File: config.mk
export PLATFORM = sky130hd
export DESIGN_NAME = input_capture_channel
export DESIGN_NICKNAME = d
export VERILOG_FILES = /design/src/include/ic_pkg.sv /design/src/include/edge_if.sv /design/src/verilog/edge_sync.sv /design/src/verilog/input_capture_channel.sv
export SDC_FILE = /design/constraint.sdc
export NUM_CORES = 1
export LEC_CHECK = 0
export BUFFER_PORTS_ARGS = -buffer_cell sky130_fd_sc_hd__buf_2
export CAP_MARGIN = 15
export CORE_MARGIN = 4
export CORE_UTILIZATION = 60
export DETAILED_ROUTE_END_ITERATION = 16
export PLACE_DENSITY = 0.77
export SYNTH_ARGS = -nofsm -noshare
export SYNTH_HDL_FRONTEND = slang
export SYNTH_SLANG_ARGS = --single-unit
File: constraint.sdc
create_clock -name mclk -period 23.6 [get_ports mclk]
set_clock_uncertainty 0.15 [all_clocks]
set_input_delay 4.72 -clock mclk [delete_from_list [all_inputs] [get_ports mclk]]
set_output_delay 4.72 -clock mclk [all_outputs]
set_load 0.01 [all_outputs]
File: src/include/ic_pkg.sv
package ic_pkg;

  // ****************************************
  // Sizes
  // ****************************************
  localparam int NUM_CH = 4;
  localparam int DEPTH = 4;
  localparam int AW = 4;

  // ****************************************
  // Register indices within a channel
  // ****************************************
  localparam logic [1:0] REG_CTRL1 = 2'h0;
  localparam logic [1:0] REG_CTRL2 = 2'h1;
  localparam logic [1:0] REG_BUF = 2'h2;
  localparam logic [1:0] REG_CTR = 2'h3;

  // ****************************************
  // Field positions
  // ****************************************
  localparam int B_IDLE = 13;
  localparam int B_TSEL = 10;
  localparam int B_CPI = 5;
  localparam int B_OVF = 4;
  localparam int B_BNE = 3;
  localparam int B_MODE = 0;
  localparam int B_CASC = 8;
  localparam int B_TRIG = 7;
  localparam int B_TSTAT = 6;
  localparam int B_SSEL = 0;

  // ****************************************
  // Reset values and counts
  // ****************************************
  localparam logic [4:0] SSEL_RST = 5'h0D;
  localparam logic [4:0] SSEL_NONE_LO = 5'h00;
  localparam logic [4:0] SSEL_NONE_HI = 5'h1F;
  localparam logic [3:0] PRE4_LAST = 4'h3;
  localparam logic [3:0] PRE16_LAST = 4'hF;
  localparam logic [15:0] CTR_MAX = 16'hFFFF;

  typedef enum logic [2:0] {
    M_OFF = 3'h0, M_EDGE = 3'h1, M_FALL = 3'h2, M_RISE = 3'h3,
    M_PRE4 = 3'h4, M_PRE16 = 3'h5, M_UNUSED = 3'h6, M_WAKE = 3'h7
  } mode_t;

  typedef enum logic [2:0] {
    CS_T3 = 3'h0, CS_T2 = 3'h1, CS_T4 = 3'h2, CS_T5 = 3'h3,
    CS_T1 = 3'h4, CS_FP = 3'h7
  } tsel_t;

endpackage

File: src/include/edge_if.sv
`timescale 1ns/1ps
interface edge_if;
  logic rise;
  logic fall;
  modport src (output rise, output fall);
  modport dst (input rise, input fall);
endinterface

File: src/verilog/edge_sync.sv
`timescale 1ns/1ps
module edge_sync (
  input wire logic mclk,
  input wire logic sys_rst,
  input wire logic pin,
  edge_if.src ev
);

  // ****************************************
  // Three-stage synchroniser with agreement
  // ****************************************
  typedef struct packed {
    logic s1;
    logic s2;
    logic s3;
    logic lvl;
    logic rise;
    logic fall;
  } st_t;

  st_t s_q;
  st_t s_d;

  always_comb begin
    s_d = s_q;
    s_d.s1 = pin;
    s_d.s2 = s_q.s1;
    s_d.s3 = s_q.s2;
    s_d.rise = 1'b0;
    s_d.fall = 1'b0;
    // Stages two and three must agree, so a one-cycle glitch is dropped
    if (s_q.s2 == s_q.s3 && s_q.s3 != s_q.lvl) begin
      s_d.lvl = s_q.s3;
      s_d.rise = s_q.s3;
      s_d.fall = ~s_q.s3;
    end
  end

  always_ff @(posedge mclk or posedge sys_rst) begin
    if (sys_rst) begin
      s_q <= '0;
    end else begin
      s_q <= s_d;
    end
  end

  assign ev.rise = s_q.rise;
  assign ev.fall = s_q.fall;

endmodule

File: src/verilog/input_capture_channel.sv
`timescale 1ns/1ps
// What this block does
// - Up to four independent channels, each with control, counter, buffer.
// - Adjacent even/odd channels cascade into one 32-bit capture unit.
// - Counter runs synchronised or triggered, from 30 selectable sources.
// - Each channel keeps captured values in a four-entry FIFO.
// - Each channel has its own 16-bit counter with six clock sources.
// - Idle-stop bit 13 set halts the channel while the CPU idles.
// - Clock select: 111 fast, 100 t1, 011 t5, 010 t4, 001 t2, 000 t3.
// - Interrupt after every first, second, third or fourth capture.
// - Captures-per-interrupt ignored in every-edge and wake-pin modes.
// - Overflow flag bit 4 set and cleared by hardware only.
// - Buffer-not-empty bit 3 reads one while unread values remain.
// - Mode 111: rising-edge interrupt in sleep or idle only.
// - Mode 101 captures every 16th rise, mode 100 every 4th.
// - Mode 011 captures every rise, mode 010 every fall.
// - Mode 001 captures every edge, both directions.
// - Modes 000 and 110 leave the channel disabled.
// - Trigger mode bit: source starts counter; else source syncs it.
// - Trigger status set by source or software; clear holds counter zero.
module input_capture_channel #(
  parameter int NUM_CH = ic_pkg::NUM_CH,
  parameter int DEPTH = ic_pkg::DEPTH
) (
  input wire logic mclk,
  input wire logic sys_rst,
  input wire logic [ic_pkg::AW-1:0] reg_addr,
  input wire logic [15:0] wr_data,
  input wire logic wr_stb,
  input wire logic rd_stb,
  output logic [15:0] rd_data,
  input wire logic [NUM_CH-1:0] cap_pin,
  input wire logic [4:0] tmr_tick,
  input wire logic [31:0] sync_src,
  input wire logic cpu_idle,
  input wire logic cpu_sleep,
  output logic [NUM_CH-1:0] cap_irq
);

  localparam int PW = $clog2(DEPTH);

  if (NUM_CH < 1 || NUM_CH > 4 || DEPTH < 2 ||
      (DEPTH & (DEPTH - 1)) != 0) begin : g_bad
    $error("input_capture_channel: unsupported NUM_CH or DEPTH");
  end

  // ****************************************
  // State
  // ****************************************
  typedef struct packed {
    logic [NUM_CH-1:0] idle;
    logic [NUM_CH-1:0][2:0] tsel;
    logic [NUM_CH-1:0][1:0] cpi;
    logic [NUM_CH-1:0] ovf;
    logic [NUM_CH-1:0][2:0] mode;
    logic [NUM_CH-1:0] casc;
    logic [NUM_CH-1:0] trig;
    logic [NUM_CH-1:0] tstat;
    logic [NUM_CH-1:0][4:0] ssel;
    logic [NUM_CH-1:0][15:0] ctr;
    logic [NUM_CH-1:0][3:0] pre;
    logic [NUM_CH-1:0][1:0] icnt;
    logic [NUM_CH-1:0][DEPTH-1:0][15:0] mem;
    logic [NUM_CH-1:0][PW-1:0] wp;
    logic [NUM_CH-1:0][PW-1:0] rp;
    logic [NUM_CH-1:0][PW:0] cnt;
    logic [NUM_CH-1:0] irq;
    logic [15:0] rdata;
  } st_t;

  st_t s_q;
  st_t s_d;
  logic [NUM_CH-1:0] rise;
  logic [NUM_CH-1:0] fall;
  logic [NUM_CH-1:0] tk;
  logic [NUM_CH-1:0] src;
  logic [NUM_CH-1:0] evr;
  logic [NUM_CH-1:0] cap;
  logic [NUM_CH-1:0] halt;
  logic [NUM_CH-1:0] pop;
  logic [NUM_CH-1:0] pair;

  // ****************************************
  // Input edge detectors
  // ****************************************
  for (genvar g = 0; g < NUM_CH; g++) begin : g_ch
    edge_if e ();
    edge_sync u_sync (
      .mclk(mclk),
      .sys_rst(sys_rst),
      .pin(cap_pin[g]),
      .ev(e)
    );
    assign rise[g] = e.rise;
    assign fall[g] = e.fall;
  end

  function automatic logic tick_of(input logic [2:0] sel);
    case (ic_pkg::tsel_t'(sel))
      ic_pkg::CS_FP: tick_of = 1'b1;
      ic_pkg::CS_T1: tick_of = tmr_tick[0];
      ic_pkg::CS_T2: tick_of = tmr_tick[1];
      ic_pkg::CS_T3: tick_of = tmr_tick[2];
      ic_pkg::CS_T4: tick_of = tmr_tick[3];
      ic_pkg::CS_T5: tick_of = tmr_tick[4];
      default: tick_of = 1'b0;
    endcase
  endfunction

  // ****************************************
  // Next state
  // ****************************************
  always_comb begin
    int ch;
    int m;
    logic hit;
    logic act;
    logic inc;
    logic [PW:0] c;
    logic [15:0] v;
    ch = 0;
    m = 0;
    hit = 1'b0;
    act = 1'b0;
    inc = 1'b0;
    c = '0;
    v = '0;
    s_d = s_q;
    s_d.irq = '0;
    s_d.rdata = '0;
    tk = '0;
    src = '0;
    evr = '0;
    cap = '0;
    halt = '0;
    pop = '0;
    pair = '0;
    ch = int'(reg_addr[ic_pkg::AW-1:2]);
    hit = ch < NUM_CH;

    // Register writes come first so hardware sets win below
    if (wr_stb && hit) begin
      case (reg_addr[1:0])
        ic_pkg::REG_CTRL1: begin
          s_d.idle[ch] = wr_data[ic_pkg::B_IDLE];
          s_d.tsel[ch] = wr_data[ic_pkg::B_TSEL +: 3];
          s_d.cpi[ch] = wr_data[ic_pkg::B_CPI +: 2];
          s_d.mode[ch] = wr_data[ic_pkg::B_MODE +: 3];
        end
        ic_pkg::REG_CTRL2: begin
          s_d.casc[ch] = wr_data[ic_pkg::B_CASC];
          s_d.trig[ch] = wr_data[ic_pkg::B_TRIG];
          s_d.tstat[ch] = wr_data[ic_pkg::B_TSTAT];
          s_d.ssel[ch] = wr_data[ic_pkg::B_SSEL +: 5];
        end
        default: begin
        end
      endcase
    end

    for (int i = 0; i < NUM_CH; i++) begin
      halt[i] = s_q.idle[i] & cpu_idle;
      tk[i] = tick_of(s_q.tsel[i]) & ~halt[i];
      if (s_q.ssel[i] != ic_pkg::SSEL_NONE_LO &&
          s_q.ssel[i] != ic_pkg::SSEL_NONE_HI) begin
        src[i] = sync_src[s_q.ssel[i]];
      end
      if ((i | 1) < NUM_CH) begin
        pair[i] = s_q.casc[i & ~1] & s_q.casc[i | 1];
      end
      if (!halt[i]) begin
        case (ic_pkg::mode_t'(s_q.mode[i]))
          ic_pkg::M_EDGE: evr[i] = rise[i] | fall[i];
          ic_pkg::M_FALL: evr[i] = fall[i];
          ic_pkg::M_RISE: evr[i] = rise[i];
          ic_pkg::M_PRE4: begin
            evr[i] = rise[i] && s_q.pre[i] == ic_pkg::PRE4_LAST;
          end
          ic_pkg::M_PRE16: begin
            evr[i] = rise[i] && s_q.pre[i] == ic_pkg::PRE16_LAST;
          end
          default: evr[i] = 1'b0;
        endcase
      end
      if (s_q.mode[i] == ic_pkg::M_PRE4 ||
          s_q.mode[i] == ic_pkg::M_PRE16) begin
        if (rise[i] && !halt[i]) begin
          s_d.pre[i] = evr[i] ? 4'h0 : s_q.pre[i] + 4'h1;
        end
      end else begin
        s_d.pre[i] = '0;
      end
    end

    for (int i = 0; i < NUM_CH; i++) begin
      // A cascaded pair follows the odd channel's settings
      m = pair[i] ? (i | 1) : i;
      act = s_q.mode[m] >= ic_pkg::M_EDGE && s_q.mode[m] <= ic_pkg::M_PRE16;
      inc = tk[m] & act & (~s_q.trig[m] | s_q.tstat[m]);
      if (pair[i] && (i % 2) == 1) begin
        inc = inc && s_q.ctr[i & ~1] == ic_pkg::CTR_MAX;
      end
      if (!s_q.trig[m] && src[m]) begin
        s_d.ctr[i] = '0;
      end else if (s_q.trig[m] && !s_q.tstat[m]) begin
        s_d.ctr[i] = '0;
      end else if (inc) begin
        s_d.ctr[i] = s_q.ctr[i] + 16'h0001;
      end
      if (s_q.trig[i] && src[i]) begin
        s_d.tstat[i] = 1'b1;
      end

      cap[i] = evr[m];
      pop[i] = rd_stb && hit && ch == i && reg_addr[1:0] == ic_pkg::REG_BUF &&
               s_q.cnt[i] != '0;
      c = s_q.cnt[i];
      if (pop[i]) begin
        s_d.rp[i] = s_q.rp[i] + 1'b1;
        c = c - 1'b1;
      end
      if (s_q.mode[i] == ic_pkg::M_OFF) begin
        s_d.ovf[i] = 1'b0;
        s_d.icnt[i] = '0;
      end
      if (cap[i]) begin
        if (c < (PW + 1)'(DEPTH)) begin
          s_d.mem[i][s_q.wp[i]] = s_q.ctr[i];
          s_d.wp[i] = s_q.wp[i] + 1'b1;
          c = c + 1'b1;
        end else begin
          s_d.ovf[i] = 1'b1;
        end
      end
      s_d.cnt[i] = c;

      if (s_q.mode[m] == ic_pkg::M_WAKE) begin
        // Wake pin ignores idle stop and every other control bit
        s_d.irq[i] = rise[i] & (cpu_sleep | cpu_idle);
      end else if (cap[i]) begin
        if (s_q.mode[m] == ic_pkg::M_EDGE) begin
          s_d.irq[i] = 1'b1;
        end else if (s_q.icnt[i] == s_q.cpi[m]) begin
          s_d.irq[i] = 1'b1;
          s_d.icnt[i] = '0;
        end else begin
          s_d.icnt[i] = s_q.icnt[i] + 2'h1;
        end
      end
    end

    // Counter write overrides counting in the same cycle
    if (wr_stb && hit && reg_addr[1:0] == ic_pkg::REG_CTR) begin
      s_d.ctr[ch] = wr_data;
    end

    if (rd_stb && hit) begin
      case (reg_addr[1:0])
        ic_pkg::REG_CTRL1: begin
          v[ic_pkg::B_IDLE] = s_q.idle[ch];
          v[ic_pkg::B_TSEL +: 3] = s_q.tsel[ch];
          v[ic_pkg::B_CPI +: 2] = s_q.cpi[ch];
          v[ic_pkg::B_OVF] = s_q.ovf[ch];
          v[ic_pkg::B_BNE] = s_q.cnt[ch] != '0;
          v[ic_pkg::B_MODE +: 3] = s_q.mode[ch];
        end
        ic_pkg::REG_CTRL2: begin
          v[ic_pkg::B_CASC] = s_q.casc[ch];
          v[ic_pkg::B_TRIG] = s_q.trig[ch];
          v[ic_pkg::B_TSTAT] = s_q.tstat[ch];
          v[ic_pkg::B_SSEL +: 5] = s_q.ssel[ch];
        end
        ic_pkg::REG_BUF: begin
          if (s_q.cnt[ch] != '0) begin
            v = s_q.mem[ch][s_q.rp[ch]];
          end
        end
        default: v = s_q.ctr[ch];
      endcase
      s_d.rdata = v;
    end
  end

  always_ff @(posedge mclk or posedge sys_rst) begin
    if (sys_rst) begin
      s_q <= '0;
      s_q.ssel <= {NUM_CH{ic_pkg::SSEL_RST}};
    end else begin
      s_q <= s_d;
    end
  end

  assign rd_data = s_q.rdata;
  assign cap_irq = s_q.irq;

  localparam logic [ic_pkg::AW-1:0] A_C1 = {2'h0, ic_pkg::REG_CTRL1};
  localparam logic [ic_pkg::AW-1:0] A_BUF = {2'h0, ic_pkg::REG_BUF};
endmodule
==> reports/qor.csv, run 1 <==
metric;value;unit
Via-to-Cell Ratio;6.83;
final wirelength;73200;µm
Lkg Pwr;12.9;nW
cell taking the most area after synthesis;dfrtp_1;
# setup viols final;0;
Ys Warns;0;
Hold Slack;0.191;ns
setup TNS;0;ns
top post-synthesis cells by count;476 x dfrtp_1, 230 x mux2_2, 140 x nand2_1;
CTS tree;yes;
Die ar.;46700;µm²
Residual DRC;0;
final core occ;66.6;%
Yosys top cell area share;45.8;%
max-slew violations;0;
FP Rows;75;
Cell Chain, Critical Path;buf_4, buf_4, nor4_1, a211oi_1, a21oi_1, nor2b_1, nor2b_1, o211ai_1, a31oi_1;
core area;42400;µm²
DPL Wire Length;49000;µm
post-cts repair resize count;0;
clock latency on the worst-skew pair;0.61;ns
top post-synthesis cells by area;dfrtp_1 46%, mux4_2 11%, mux2_2 10%;
CP peak stage delay;0.94;ns
Worst Tran Pin Value;1.16;ns
TritonCTS Buffers;50;
relative slew slack;22.5;%
r2r endpoint;s_q[93];
synthesized area per cell;12.6;µm²
post-route cell area;28200;µm²
outcome;complete, no violations;
cell area after synthesis;26000;µm²
Fmax;0.117;GHz
PD cells;92.5;nW/µm²
remaining antenna violation count;0;
htree depth;2;
Hold Path Class;reg2reg;
Req. time, crit path;23.96;ns
I/O pins;87;
hold path startpoint;g_ch[2].u_sync.s_d[4];
DP Area;26500;µm²
Reg2Reg Depth;8;
Period Utilization, post-route;36.4;%
via count;18300;
die width;216;µm
vias in the first global route;18500;
Final min period;8.58;ns
gr usage total;31.5;%
wire per inst;27.3;µm
CTS sink count;488;
chip height;216;µm
P&R area growth vs syn;8.60;%
most common cell in the netlist;dfrtp_1;
Worst path depth;9;
cells after synthesis;2060;
Post-CTS Setup Inserts;0;
RSZ-0062 raised after global routing;no;
first-pass GRT wire length;113000;µm
r2r setup slk;19.81;ns
CP Buf/Inv Count;2;
hold-critical path depth;0;
initial antenna violation count;2;
hold buffer count at CTS;0;
Yosys cell types;77;
Post-synth ARST share;100;%
Root Buffer;clkbuf_16;
reg2reg start;s_q[20];
worst hold endpoint;g_ch[2].u_sync.s_d[3];
max cap viols;0;
Crit-path slowest cell;nor2b_1;
count of final hold-check violations;0;
Net Count, Synth;2163;
initial core utilization;61.3;%
crit path kind;in2reg;
Main synth FF type;dfrtp_1;
Post-synth EDFFs;0;
startpoint class of the critical path;primary input;
proportion of layout cells with a drive suffix above 1;29.6;%
pin count of the biggest net entering global routing;126;
final RePlAce weighted congestion;0.984;
I/O Buffers;86;
Worst EP arrival;8.94;ns
Congestion Overflow GR;0;
worst-path maximum fanout;64;
initial drt markers;2035;
nets;2164;
clk slew on worst S/H paths;0.06;ns
VDD IR-drop max;0.0744;mV
sequential share of the synthesized area;47.0;%
Clock Path Buffers;3;
Pre-Repair DR Iteration Count;6;
Critical Path Sink Type;flip-flop;
kind of cell adding the most delay to the critical path;simple AND/OR/NAND/NOR gates;
synthesis-stage register bit count;488;
[layout make-up]
type	count	area, µm²
Antenna cell	1	2.50
Clock buffer	81	1550
Clock inverter	11	161
Fill cell	3076	14200
Inverter	46	180
Multi-Input combinational cell	1361	12700
Sequential cell	488	12200
Tap cell	577	722
Timing Repair Buffer	114	696
[how the worst max path moves through the flow]
stage                             to  slack [ns]         from
after floorplan           cap_irq[0]        5.13      sys_rst
after global placement       s_q[73]       14.57  reg_addr[3]
after detailed placement  rd_data[2]       14.57  reg_addr[3]
after CTS                 rd_data[2]       15.14  reg_addr[3]
after global routing      rd_data[1]       14.81  reg_addr[3]
final                     rd_data[2]       15.02  reg_addr[3]
[flip-flops by register name, indices dropped and copies added (netlist names)]
register / cells
rd_data: 16
g_ch.u_sync.s_d: 8
s_q: 444
g_ch.u_sync.ev.fall: 4
g_ch.u_sync.s_q: 8
cap_irq: 4
g_ch.u_sync.ev.rise: 4
[per-stage QoR]
step	cells	worst slack (ns)	total power (W)
global placement	2578	14.57	0.00175
floorplan	2060	5.13	0.00158
finish	2679	15.02	0.00261
global route	2679	14.81	0.00273
CTS	2673	15.14	0.00260
detailed placement	2581	14.57	0.00178
[worst register-to-register path: cells and delay by family (launching register included)]
family,cells,cell delay [ns]
DFF,1,0.38
muxes,1,0.37
AOI/OAI and AO/OA,1,0.57
and+or+nand+nor,2,1.42
adders and majority gates,2,0.37
buffers and inverters,2,0.44
[cells by family after synthesis]
logic type	after synthesis	synth area share [%]
compound gates	266	6.98
xor+xnor	90	3.03
fa+ha+maj	37	1.77
buf+inv	211	4.15
flops	488	47.0
mux	507	27.7
simple gates	461	9.32
[layer usage]
layer  part of all wire (%)  wire length [µm]  vias up  track usage [%]
met5                      0                 0        -                0
met4                    4.2              3110        0             12.2
met3                     10              7590      189             7.06
met2                     45             33300     1020             48.2
met1                     40             29200     9465             44.5
li1                       -                 -     7611                -
[layout by cell type (no fill, tap or decap), types with 44 or more instances in the layout]
cell type  instances
xor2_1            56
o21ai_0           79
inv_1             45
mux4_2           123
mux2i_1           44
clkbuf_16         50
nor2_1            54
mux2_1            69
nand2_1          140
buf_2             84
mux2_2           230
dfrtp_1          476
[report_power, final]
group / switching [W] / internal (W)
registers: 0.000184 / 0.000982
logic: 0.000329 / 0.000296
clock network: 0.000339 / 0.000482
total: 0.000853 / 0.00176
No activity file was read; power rests on OpenSTA's default activity.
==> run 2: changes to the inputs <==
--- a/config.mk
+++ b/config.mk
@@ -5,6 +5,7 @@
 export SDC_FILE = /design/constraint.sdc
 export NUM_CORES = 1
 export LEC_CHECK = 0
+export ABC_AREA = 1
 export BUFFER_PORTS_ARGS = -buffer_cell sky130_fd_sc_hd__buf_2
 export CAP_MARGIN = 15
 export CORE_MARGIN = 4
==> constraint.sdc (replaced) <==
create_clock -name mclk -period 8.1 [get_ports mclk]
set_clock_uncertainty 0.15 [all_clocks]
set_input_delay 1.62 -clock mclk [delete_from_list [all_inputs] [get_ports mclk]]
set_output_delay 1.62 -clock mclk [all_outputs]
set_load 0.01 [all_outputs]
==> run 2 against run 1 <==
Effect of this change: global-route usage is 7.2 points higher; critical path depth is 3 higher; first-iteration DRC count is 78% higher; non-clock buffer count down 1; combinational power rose to 4.2 times the previous value; die area rose by 0.31%; wire length grew 24%.
==> reports/qor.csv, run 2 <==
metric;value;unit;change
count of final hold-check violations;0;;unchanged
max-slew violations;0;;unchanged
r2r endpoint;s_q[91];;
Post-synth EDFFs;0;;unchanged
chip height;216;µm;+0.15%
P&R area growth vs syn;9.15;%;
synthesized area per cell;7.58;µm²;-40%
PnR worst setup slack;3.40;ns;-11.62 ns
post-route cell area;28500;µm²;+0.82%
nets;3522;;+63%
I/O Buffers;86;;unchanged
initial antenna violation count;5;;+3
remaining antenna violation count;0;;unchanged
Reg2Reg Depth;12;;+4
crit path kind;in2reg;;
FP Rows;76;;+1.3%
die width;216;µm;+0.15%
Critical Path Sink Type;flip-flop;;
initial core utilization;60.7;%;-0.61 points
via count;25100;;+37%
setup TNS;0;ns;unchanged
outcome;complete, no violations;;
Post-synth ARST share;100;%;unchanged
Net Count, Synth;3541;;+64%
proportion of layout cells with a drive suffix above 1;6.88;%;-23 points
post-cts repair resize count;0;;unchanged
Cell Chain, Critical Path;buf_2, inv_1, nand2_1, buf_4, inv_2, buf_4, nand2_1, nand3_1, nand2_1, nand3_1, o211ai_1, a21oi_1;;
clk slew on worst S/H paths;0.06;ns;about the same
DP Area;26600;µm²;+0.67%
Multi-input gate area;12000;µm²;-5.4%
worst hold endpoint;g_ch[2].u_sync.s_d[3];;
Req. time, crit path;8.42;ns;-15.54 ns
hold-critical path depth;0;;unchanged
gr usage total;38.7;%;+7.2 points
top post-synthesis cells by count;1177 x nand2_1, 476 x dfrtp_1, 368 x o21ai_0;;
largest register by flop count;s_q;;
CTS sink count;488;;unchanged
wire per inst;22.5;µm;-18%
DP Worst Slack;3.02;ns;-11.55 ns
most common cell in the netlist;nand2_1;;
cell area after synthesis;26100;µm²;+0.32%
hold path startpoint;g_ch[2].u_sync.s_d[4];;
Post-CTS Setup Inserts;0;;unchanged
cell taking the most area after synthesis;dfrtp_1;;
VDD IR-drop max;0.222;mV;+200%
Layout fillers;3652;;+19%
Pre-Repair DR Iteration Count;10;;+4
PD cells;312;nW/µm²;+240%
Die ar.;46900;µm²;+0.31%
Clock Path Buffers;3;;unchanged
Residual DRC;0;;unchanged
sequential share of the synthesized area;46.9;%;-0.15 points
initial drt markers;3617;;+78%
max cap viols;0;;unchanged
TritonCTS Buffers;53;;+6.0%
hold buffer count at CTS;0;;unchanged
Worst Tran Pin Value;1.21;ns;+0.0534 ns
Congestion Overflow GR;0;;unchanged
reg2reg start;s_q[427];;
Register Area;12200;µm²;unchanged
max reg flops;444;;unchanged
most frequent cells in the layout;1177 x nand2_1, 476 x dfrtp_1, 368 x o21ai_0;;
Hold Path Class;reg2reg;;
final wirelength;91100;µm;+24%
startpoint class of the critical path;primary input;;
most used cell, CP;nand2_1;;
Root Buffer;clkbuf_16;;
CP Buf/Inv Count;5;;+3
final RePlAce weighted congestion;1.01;;+2.9%
CTS tree;yes;;
Ys Warns;0;;unchanged
kind of cell adding the most delay to the critical path;buffers and inverters;;
relative slew slack;19.1;%;-3.5 points
Crit-path slowest cell;buf_4;;
synthesis-stage register bit count;488;;unchanged
Via-to-Cell Ratio;6.21;;-9.0%
Yosys cell types;49;;-36%
pin count of the biggest net entering global routing;183;;+45%
DPL Wire Length;64000;µm;+31%
Main synth FF type;dfrtp_1;;
Period Utilization, post-route;58.0;%;
clock latency on the worst-skew pair;0.63;ns;+0.02 ns
commonest non-fill, non-tap cell in the layout;nand2_1;;
Worst EP arrival;5.01;ns;-3.93 ns
# setup viols final;0;;unchanged
cells after synthesis;3438;;+67%
final core occ;66.2;%;-0.33 points
Yosys top cell area share;45.7;%;-0.15 points
r2r setup slk;4.64;ns;-15.17 ns
Fmax;0.213;GHz;
htree depth;2;;unchanged
CP peak stage delay;0.67;ns;-0.27 ns
worst-path maximum fanout;66;;+3.1%
first-pass GRT wire length;140000;µm;+24%
core area;43000;µm²;+1.3%
RSZ-0062 raised after global routing;no;;
top post-synthesis cells by area;dfrtp_1 46%, nand2_1 17%, o21ai_0 7.1%;;
Final min period;4.70;ns;
I/O pins;87;;unchanged
vias in the first global route;23800;;+28%
Lkg Pwr;13.7;nW;+6.5%
==> run 2: cell types whose count changed in the layout (fill, tap and decap cells not counted), sizes merged, moves of 38 or more <==
cell,delta
nand2,+1032
mux2,-339
o21ai,+280
inv,+219
nand3,+214
nor2,+125
mux4,-123
a22oi,+56
o22ai,+47
mux2i,-39
a21oi,+38
==> run 2: final cells by class <==
type | count | share of cell area [%]
Clock inverter | 23 | 0.870
Inverter | 271 | 3.59
Sequential cell | 488 | 43.0
Clock buffer | 74 | 5.40
Tap cell | 585 | 2.57
Antenna cell | 2 | 0.0176
Timing Repair Buffer | 113 | 2.41
Multi-Input combinational cell | 2492 | 42.2
==> run 2: worst max-delay path by stage <==
stage,startpoint,endpoint,slack (ns),cells past startpoint
after floorplan,sys_rst,cap_irq[0],-0.28,1
after global placement,reg_addr[2],s_q[68],3.12,12
after detailed placement,reg_addr[3],s_q[66],3.02,12
after CTS,reg_addr[3],s_q[91],3.64,12
after global routing,reg_addr[3],s_q[109],3.35,12
final,reg_addr[2],rd_data[9],3.40,12
==> run 2: worst register-to-register path: cells and delay by family (launching register included) <==
kind | cells | cell delay, ns
AOI/OAI and AO/OA | 1 | 0.33
buffers and inverters | 1 | 0.16
DFF | 1 | 0.46
and+or+nand+nor | 10 | 2.27
==> run 2: cells by family after synthesis <==
family	after synthesis	synth area share [%]
muxes	6	0.230
xor gates and xnor gates	76	2.55
DFF	488	46.9
and+or+nand+nor	1705	26.6
buffers and inverters	458	7.15
AOI/OAI and AO/OA	669	14.8
adders and majority gates	36	1.73
==> run 2: through the flow <==
stage | hold WS, ns | power, W | instances
2_1_floorplan | 0.181 | 0.00535 | 3438
5_1_grt | 0.210 | 0.00935 | 4048
6_report | 0.205 | 0.00888 | 4048
3_3_place_gp | 0.187 | 0.00618 | 3947
4_1_cts | 0.205 | 0.00878 | 4044
3_5_place_dp | 0.186 | 0.00629 | 3947
==> run 2: where the power goes <==
part	internal [W]	switching, W
logic	0.000811	0.00182
registers	0.00307	0.000687
clock network	0.00145	0.00103
total	0.00533	0.00354
==> run 2: layer usage <==
metal  track usage [%]  vias to the layer above  wire length (µm)
met5                 0                        -                27
met4              26.1                        6              7720
met3              8.30                      374              9490
met2              58.2                     1572             39800
met1              50.8                    11900             34100
li1                  -                    11300                 -
